`config.mk`:
```
export PLATFORM = sky130hd
export DESIGN_NAME = pat_mmu
export DESIGN_NICKNAME = d
export VERILOG_FILES = /design/src/pat_pkg.sv /design/src/pat_mmu.sv
export SDC_FILE = /design/constraint.sdc
export NUM_CORES = 2
export LEC_CHECK = 0
export BUFFER_PORTS_ARGS = -buffer_cell sky130_fd_sc_hd__buf_2
export CAP_MARGIN = 5
export CORE_MARGIN = 2
export CORE_UTILIZATION = 37
export CTS_CLUSTER_DIAMETER = 40
export CTS_CLUSTER_SIZE = 12
export DETAILED_ROUTE_END_ITERATION = 7
export PLACE_DENSITY = 0.56
export SLEW_MARGIN = 25
export SYNTH_ARGS = -nofsm -noshare
export SYNTH_HDL_FRONTEND = slang
export SYNTH_MEMORY_MAX_BITS = 65536
export SYNTH_SLANG_ARGS = --single-unit
```
`constraint.sdc`:
```
create_clock -name clk -period 7.7 [get_ports clk]
set_clock_uncertainty 0.15 [all_clocks]
set_input_delay 1.54 -clock clk [delete_from_list [all_inputs] [get_ports clk]]
set_output_delay 1.54 -clock clk [all_outputs]
set_load 0.005 [all_outputs]
```
`src/pat_pkg.sv`:
```
// Purpose: constants and types for the paged address translation unit
// Assumes: 16-bit virtual words, 1 K-word pages
// Notes: shared by the translation core only
package pat_pkg;
	localparam int VA_W = 16;
	localparam int OFS_W = 10;
	localparam int VPN_W = 6;
	localparam int PA_N_W = 19;
	localparam int PA_X_W = 24;
	localparam int PPN_W = 14;
	localparam int TBL_N = 4;
	localparam int ENT_N = 64;
	localparam logic [1:0] RING_RST = 2'h0;
	localparam logic [2:0] PERM_RST = 3'h0;
	localparam logic [13:0] PPN_RST = 14'h0000;
	localparam logic [23:0] PA_RST = 24'h00_0000;
	typedef enum logic [1:0] {
		PAT_FETCH = 2'h0,
		PAT_READ = 2'h1,
		PAT_WRITE = 2'h2
	} pat_acc_t;
	typedef enum logic [1:0] {
		PAT_IDLE = 2'h0,
		PAT_DONE = 2'h1,
		PAT_FAULT = 2'h3
	} pat_state_t;
endpackage

```
`src/pat_mmu.sv`:
```
// Purpose: page mapping and page/ring protection for a 16-bit core
// Assumes: inputs synchronous to clk; tables loaded over a plain write port
// Notes: one cycle from request to result
// Behaviour
// RULE1 - normal mode yields 19-bit physical address
// RULE2 - extended mode yields 24-bit physical address
// RULE3 - 1 K-word pages, page part replaced
// RULE4 - four page tables in fast registers
// RULE5 - every program sees 64 K-word space
// RULE6 - per-page read, write, fetch denial
// RULE7 - pages and programs on four rings
// RULE8 - block access when program ring lower
// RULE9 - low ten bits pass, six select
// RULE10 - failed check suppresses access, flags violation
`timescale 1ns/1ps
module pat_mmu (
	input wire logic clk,
	input wire logic rst_b,
	input wire logic req,
	input wire logic [15:0] vaddr,
	input wire logic [1:0] acc,
	input wire logic [1:0] tbl_sel,
	input wire logic [1:0] prog_ring,
	input wire logic ext_mode,
	input wire logic ld,
	input wire logic [1:0] ld_tbl,
	input wire logic [5:0] ld_idx,
	input wire logic [13:0] ld_ppn,
	input wire logic [2:0] ld_deny,
	input wire logic [1:0] ld_ring,
	output logic mem_req,
	output logic [23:0] paddr,
	output logic violation,
	output logic done
);
	// RULE4 four tables, registers
	// storage: page number, deny bits (fetch,read,write), ring
	logic [13:0] ppn_tab [0:pat_pkg::TBL_N*pat_pkg::ENT_N-1];
	logic [2:0] deny_tab [0:pat_pkg::TBL_N*pat_pkg::ENT_N-1];
	logic [1:0] ring_tab [0:pat_pkg::TBL_N*pat_pkg::ENT_N-1];
	pat_pkg::pat_state_t state, next_state;
	logic next_mem_req, next_violation, next_done;
	logic [23:0] next_paddr;
	logic [7:0] sel; // table and entry index
	logic [13:0] e_ppn;
	logic [2:0] e_deny;
	logic [1:0] e_ring;
	logic denied;

	// flat index of table/entry
	function automatic logic [7:0] idx(input logic [1:0] t, input logic [5:0] e);
		idx = {t, e};
	endfunction

	// table loading; registers so lookup adds no extra cycle
	always_ff @(posedge clk) begin
		if (ld) begin
			ppn_tab[idx(ld_tbl, ld_idx)] <= ld_ppn;
			deny_tab[idx(ld_tbl, ld_idx)] <= ld_deny;
			ring_tab[idx(ld_tbl, ld_idx)] <= ld_ring;
		end
	end

	// lookup and checks
	always_comb begin
		// RULE9 upper six bits pick entry
		sel = idx(tbl_sel, vaddr[15:10]);
		e_ppn = ppn_tab[sel];
		e_deny = deny_tab[sel];
		e_ring = ring_tab[sel];
		denied = 1'b0;
		// RULE6 deny by access type
		case (acc)
			pat_pkg::PAT_FETCH: denied = e_deny[2];
			pat_pkg::PAT_READ: denied = e_deny[1];
			pat_pkg::PAT_WRITE: denied = e_deny[0];
			default: denied = 1'b1; // undefined type refused
		endcase
		// RULE8 RULE7 ring compare
		if (prog_ring < e_ring) begin
			denied = 1'b1;
		end
	end

	// next result values
	always_comb begin
		next_state = pat_pkg::PAT_IDLE;
		next_mem_req = 1'b0;
		next_violation = 1'b0;
		next_done = 1'b0;
		next_paddr = paddr; // hold last address
		if (!rst_b) begin
			next_paddr = pat_pkg::PA_RST;
		end else if (req) begin
			next_done = 1'b1;
			// RULE10 suppress and flag
			if (denied) begin
				next_state = pat_pkg::PAT_FAULT;
				next_violation = 1'b1;
			end else begin
				next_state = pat_pkg::PAT_DONE;
				next_mem_req = 1'b1;
				// RULE3 RULE5 RULE9 replace page part only
				if (ext_mode) begin
					// RULE2 full 14-bit page number
					next_paddr = {e_ppn, vaddr[9:0]};
				end else begin
					// RULE1 nine-bit page number
					next_paddr = {5'h00, e_ppn[8:0], vaddr[9:0]};
				end
			end
		end
	end

	// result registers
	always_ff @(posedge clk) begin
		state <= next_state;
		mem_req <= next_mem_req;
		violation <= next_violation;
		done <= next_done;
		paddr <= next_paddr;
	end

	// protection and result checks, all on the one clock

	// RULE10 access and fault exclusive
	property p_excl;
		@(posedge clk) disable iff (!rst_b) !(mem_req && violation);
	endproperty
	a_excl: assert property (p_excl) else $error("access and violation together"); // RULE10

	// RULE10 one outcome per result
	property p_one;
		@(posedge clk) disable iff (!rst_b) done == (mem_req ^ violation);
	endproperty
	a_one: assert property (p_one) else $error("result without single outcome"); // RULE10

	// RULE10 state follows outcome
	property p_state;
		@(posedge clk) disable iff (!rst_b)
			(state == pat_pkg::PAT_FAULT) == violation && (state == pat_pkg::PAT_DONE) == mem_req;
	endproperty
	a_state: assert property (p_state) else $error("state and outcome disagree"); // RULE10

	// RULE8 lower ring blocked
	property p_ring;
		@(posedge clk) disable iff (!rst_b)
			req && prog_ring < e_ring |=> violation && !mem_req;
	endproperty
	a_ring: assert property (p_ring) else $error("ring breach not blocked"); // RULE8

	// RULE6 fetch denial honoured
	property p_deny_f;
		@(posedge clk) disable iff (!rst_b)
			req && acc == pat_pkg::PAT_FETCH && e_deny[2] |=> violation;
	endproperty
	a_deny_f: assert property (p_deny_f) else $error("fetch not refused"); // RULE6

	// RULE6 read denial honoured
	property p_deny_r;
		@(posedge clk) disable iff (!rst_b)
			req && acc == pat_pkg::PAT_READ && e_deny[1] |=> violation;
	endproperty
	a_deny_r: assert property (p_deny_r) else $error("read not refused"); // RULE6

	// RULE6 write denial honoured
	property p_deny_w;
		@(posedge clk) disable iff (!rst_b)
			req && acc == pat_pkg::PAT_WRITE && e_deny[0] |=> violation;
	endproperty
	a_deny_w: assert property (p_deny_w) else $error("write not refused"); // RULE6

	// RULE6 undefined type refused
	property p_acc3;
		@(posedge clk) disable iff (!rst_b)
			req && acc == 2'h3 |=> violation && !mem_req;
	endproperty
	a_acc3: assert property (p_acc3) else $error("undefined access not refused"); // RULE6

	// RULE9 offset passes through
	property p_ofs;
		@(posedge clk) disable iff (!rst_b)
			req && !denied |=> mem_req && paddr[9:0] == $past(vaddr[9:0]);
	endproperty
	a_ofs: assert property (p_ofs) else $error("offset altered"); // RULE9

	// RULE1 normal stays 19 bits
	property p_norm;
		@(posedge clk) disable iff (!rst_b)
			req && !denied && !ext_mode |=> paddr[23:19] == 5'h00;
	endproperty
	a_norm: assert property (p_norm) else $error("normal address too wide"); // RULE1

	// RULE2 extended uses whole page
	property p_ext;
		@(posedge clk) disable iff (!rst_b)
			req && !denied && ext_mode |=> paddr[23:10] == $past(e_ppn);
	endproperty
	a_ext: assert property (p_ext) else $error("extended page wrong"); // RULE2

	// RULE10 refused access keeps address
	property p_hold;
		@(posedge clk) disable iff (!rst_b)
			req && denied |=> paddr == $past(paddr);
	endproperty
	a_hold: assert property (p_hold) else $error("address moved on refusal"); // RULE10

	// RULE4 answer next cycle
	property p_done;
		@(posedge clk) disable iff (!rst_b) req |=> done;
	endproperty
	a_done: assert property (p_done) else $error("no result after request"); // RULE4

	// RULE3 no access unasked
	property p_idle;
		@(posedge clk) disable iff (!rst_b) !req |=> !mem_req && !violation;
	endproperty
	a_idle: assert property (p_idle) else $error("spurious access"); // RULE3

	// RULE10 reset suppresses access
	property p_rst;
		@(posedge clk) !rst_b |=>
			!done && !mem_req && !violation && paddr == pat_pkg::PA_RST;
	endproperty
	a_rst: assert property (p_rst) else $error("outputs active in reset"); // RULE10

	// main scenarios: wide access, ring refusal, fault then access, equal ring, restart
	c_ok: cover property (@(posedge clk) disable iff (!rst_b) mem_req && paddr[23]);
	c_ring: cover property (@(posedge clk) disable iff (!rst_b) req && prog_ring < e_ring);
	c_fault: cover property (@(posedge clk) disable iff (!rst_b) violation ##1 mem_req);
	c_eq: cover property (@(posedge clk) disable iff (!rst_b) req && !denied && prog_ring == e_ring ##1 mem_req);
	c_rst: cover property (@(posedge clk) !rst_b ##1 rst_b && req ##1 done);
endmodule

```
Yosys cells after proc, flatten, opt, wreduce, memory -nomap -nowiden

Memories as Yosys holds them, arrays and structs flattened.
Cells that the tools add are included.

$lt $le $gt $ge: 1
Eq/ne operators: 2
Multiplexer cells: 8
Bitwise gates (word level): 1
Reductions and logical operators: 3

Operator list:

| kind                                                                   | count |
|---|---|
| 24-bit 2-to-1 mux                                                      | 1 |
| 1-bit 2-to-1 mux                                                       | 6 |
| 2-bit AND reduction                                                    | 2 |
| 1-bit case mux with 3 select lines                                     | 1 |
| 2-bit by 1-bit equality test with 1-bit output (second input constant) | 1 |
| 2-bit equality test (second input constant)                            | 1 |
| 2-bit zero test                                                        | 1 |
| 2-bit less-than comparator                                             | 1 |
| 1-bit NOT                                                              | 1 |

Flip-flop bits (word level): 27
RAM bits: 4864
Output and inout bits: 27
Logic and storage cells: 22
Memories: 3

Memory list:

| memory   | depth | bits a word | rd ports | clocked after memory_dff | write ports | line          | text |
|---|---|---|---|---|---|---|---|
| ppn_tab  | 256   | 14          | 1        | 0                        | 1           | pat_mmu.sv:38 | `logic [13:0] ppn_tab [0:pat_pkg::TBL_N*pat_pkg::ENT_N-1];` |
| deny_tab | 256   | 3           | 1        | 0                        | 1           | pat_mmu.sv:39 | `logic [2:0] deny_tab [0:pat_pkg::TBL_N*pat_pkg::ENT_N-1];` |
| ring_tab | 256   | 2           | 1        | 0                        | 1           | pat_mmu.sv:40 | `logic [1:0] ring_tab [0:pat_pkg::TBL_N*pat_pkg::ENT_N-1];` |

Logic depth before layout (Yosys ltp)

Depth in word-level cells: 5
Mapped depth: 18

Worst setup path before layout

OpenSTA, ideal clock, no wires.

Kind: input to register
Start: in vaddr[10]
End: reg paddr[0]
Arrival time: 5.973 ns
Required time: 7.430 ns
Setup slack: 1.458 ns
Stages: 17
Path buffers: 5
Cell sequence: buf_6 > buf_6 > buf_6 > buf_2 > mux4_2 > mux4_2 > mux4_2 > mux4_2 > inv_1 > ha_1 > nor2_1 > or3_1 > or4_1 > o211ai_1 > nand4_4 > buf_6 > mux2i_1

Word-level cells in the longest chain between the ends: 5
Elaborated cells between the ends (all ways): 7

Ends and longest elaborated chain:

| what                                                                                    | line                         | text |
|---|---|---|
| from (decl)                                                                             | pat_mmu.sv:20                | `input wire logic [15:0] vaddr,` |
| memory 256 x 2 bit / memory 256 x 3 bit (equally long branches)                         | n/a                          |  |
| 2-bit less-than comparator / 1-bit case mux with 3 select lines (equally long branches) | pat_mmu.sv:80, pat_mmu.sv:73 |  |
| 1-bit 2-to-1 mux *                                                                      | pat_mmu.sv:80                | `if (prog_ring < e_ring) begin` |
| 1-bit NOT (no line) *                                                                   | n/a                          |  |
| 2-bit AND reduction (no line) *                                                         | n/a                          |  |
| to (signal assigned)                                                                    | pat_mmu.sv:121               | `paddr <= next_paddr;` |
| to (decl)                                                                               | pat_mmu.sv:32                | `output logic [23:0] paddr,` |

Every way passes the cells marked *; elsewhere a longest branch is shown, timed or not.
A chain may end at the register's enable or synchronous reset.

Worst setup path in the final report

Start: in vaddr[10]
End: reg paddr[8]

Same word-level chain as after synthesis.

==> results.txt <==
async set-reset flop share out of synthesis - 0%
vias in the first global route - 90,090
chip width - 714.8 µm
nets@finish - 8,338
TNS Setup - 0 ns
Peak VDD IR - 193.8 µV
total CTS buffers - 595
CP Data Arrival Time - 6.83 ns
post-CTS setup buffer count - 0
Placed Area - 198,200 µm²
area leader, netlist - edfxtp_1
Vias per Instance - 5.728
reg2reg end - paddr[8]$_SDFFE_PN0P_
hold path startpoint - paddr[2]$_SDFFE_PN0P_
deepest clock path buffer count - 4
routability cong. - 0.8708
register bit total from synthesis - 4,891
Synth top cells by count - edfxtp_1 (4,864), mux4_2 (1,439), nor2_1 (290), clkbuf_1 (199)
DIE AREA - 510,900 µm²
largest net degree at the start of global routing - 174
initial DRC count - 11,370
Yosys top cell area share - 78.13%
power density cells - 275.0 nW/µm²
Critical-path top delay cell - mux4_2
register area share after synthesis - 78.42%
grt ovf - 0
via count - 88,510
top_reg_cell synth - edfxtp_1
CTS tree - built
hold crit path type - flop to flop
design area - 218,200 µm²
layout cell share with drive strength beyond 1 - 35.04%
WP data required - 8.49 ns
top post-synthesis cells by area - edfxtp_1 (78%), mux4_2 (17%), nor2_1 (0.58%)
IO Pins - 81
CP max FO - 52
Starting Density - 37.08%
hold worst-path end - paddr[2]$_SDFFE_PN0P_
R2R cell count - 13
Die H - 714.8 µm
cts-stage hold buffer count - 0
startpoint types - input pin
fillers - 42,320
TritonCTS Sinks - 4,891
Post-DP HPWL - 309.4 mm
EDFF count, synth - 4,864
post-synth cell types - 56
Yosys warnings - 0
worst-path cell chain - buf_12, buf_4, mux4_2, mux4_2, mux4_2, mux4_2, inv_1, ha_1, nor2_1, or3_1, or4_1, o211ai_1, nand4_4, buf_4, mux2i_1
post-route minimum period - 6.048 ns
Mapped Nets - 7,770
worst reg2reg setup slack - 2.66 ns
Hold Fails Final Rpt - 0
syn avg cell area - 24.23 µm²
CTS H-tree lvls - 6
Fmax achieved - 165.3 MHz
std cell rows - 261
crit-path max cell delay - 0.62 ns
Mapped Area - 186,900 µm²
outcome - completed
Rel. slew slack - 22.72%
Setup violations, final - 0
Hold Path Stages - 2
routed len/inst - 33.95 µm
Worst-path clk slew - 0.05 ns
most used cell along the critical path - mux4_2
cell with the most instances after synthesis - edfxtp_1
TritonRoute pass-1 iters - 6
Routed Wire Length - 524.7 mm
I/O Buffers - 80
Max-Cap Viols - 0
crit path capture type - flop
Worst-Margin Slew - 1.156 ns
Lkg Pwr - 0.06678 µW
RSZ-0062 raised after global routing - false
r2r startpoint - ring_tab[42][1]$_DFFE_PP_
total core area - 504,200 µm²
GRT Total Usage - 20.20%
first-pass GRT wire length - 726.1 mm
post-cts sizing count - 0
layout overhead on the synthesized area - 16.74%
Residual DRC - 0
initial antenna violation count - 43
Worst-Skew Late Latency - 1.10 ns
clk root buf - clkbuf_16
WS Path Type - input pin to flop
Slew Viols, Final - 0
gate count after technology mapping - 7,715
period utilization - 78.54%
final antenna-violating net count - 0
-- placed cells by master, fill, tap and decap left out, types with 12 or more instances in the layout --
cell / count
clkbuf_16: 598
edfxtp_1: 4864
nand2_2: 16
nor2_4: 185
clkinvlp_4: 57
dfxtp_1: 27
clkinv_4: 26
nor2_2: 75
o22ai_1: 33
a21oi_1: 33
o21ai_0: 15
buf_4: 272
clkinv_1: 80
buf_2: 60
bufinv_16: 65
diode_2: 21
clkinv_16: 12
inv_6: 40
nand2_1: 86
mux4_2: 1439
buf_12: 31
a22o_1: 42
buf_16: 12
nor2b_1: 19
nor2_1: 30
clkbuf_8: 15
mux2i_1: 104
nand3_1: 31
clkbuf_1: 54
a22oi_1: 87
a221oi_1: 38
clkinv_2: 80
clkinv_8: 15
-- area by class of cell --
| type | instances | area, µm² | share of cell area (%) |
|---|---|---|---|
| clock inverter | 385 | 4461 | 2.044 |
| timing repair buffer | 398 | 3618 | 1.658 |
| inverter | 11 | 56.30 | 0.02580 |
| sequential | 4891 | 146600 | 67.18 |
| multi-input combinational | 2386 | 39850 | 18.26 |
| clock buffer | 654 | 15190 | 6.963 |
| tap | 6706 | 8391 | 3.845 |
| antenna | 21 | 52.55 | 0.02408 |
-- worst max path at each step --
stage / start / end / slack (ns) / cells past startpoint
after global placement: vaddr[10] / paddr[14]$_SDFFE_PN0P_ / 0.24 / 10
after detailed placement: vaddr[10] / paddr[16]$_SDFFE_PN0P_ / 0.63 / 10
after floorplan: vaddr[10] / paddr[0]$_SDFFE_PN0P_ / 1.46 / 17
after global routing: vaddr[10] / paddr[16]$_SDFFE_PN0P_ / 1.53 / 10
after CTS: vaddr[10] / paddr[16]$_SDFFE_PN0P_ / 1.78 / 10
final: vaddr[10] / paddr[8]$_SDFFE_PN0P_ / 1.65 / 15
-- logic make-up (layout without fill, tap and decap cells) --
family,after synthesis,after routing,synth area share [%]
AO/OA/AOI/OAI,304,304,1.210
adder cells (fa/ha/maj),1,1,0.006692
buffers and inverters,438,1448,1.175
flip-flops,4891,4891,78.42
multiplexers,1555,1555,17.97
other,0,21,0
AND/OR/NAND/NOR,526,526,1.221
-- worst max-delay path, delay by kind of cell --
kind	cells	cell delay (ns)
adder cells (fa/ha/maj)	1	0.23
AO/OA/AOI/OAI	1	0.20
AND/OR/NAND/NOR	4	1.14
multiplexers	5	2.40
buffers and inverters	4	1.09
-- metal layers --
metal | vias up | part of all wire [%] | track usage, %
li1 | 34730 | - | -
met1 | 48950 | 40 | 27.55
met2 | 3986 | 48 | 32.67
met3 | 830 | 8.4 | 4.182
met4 | 14 | 3.2 | 6.436
met5 | - | 0.016 | 0.01885
-- stage by stage --
step	hold WS (ns)	power [µW]	setup slack, ns	std cells	utilization, %
final	0.3136	60010	1.652	15450	43.28
after global routing	0.3328	61540	1.531	15440	43.27
after CTS	0.3170	60400	1.784	15420	43.21
after detailed placement	0.3099	32750	0.6256	14380	39.31
after global placement	0.3143	32690	0.2408	14370	39.28
after floorplan	0.3044	31340	1.458	7715	-
-- registers in the layout, summed over array words and instances (netlist names) --
signal,cells
ppn_tab,3584
deny_tab,768
ring_tab,512
paddr,24
done,1
mem_req,1
violation,1
-- where the power goes --
part	switching (µW)	internal [µW]	total (µW)
logic	1800	1010	2810
registers	29.3	29300	29400
clock network	11300	16600	27800
Power figures use the tool's default switching activity.
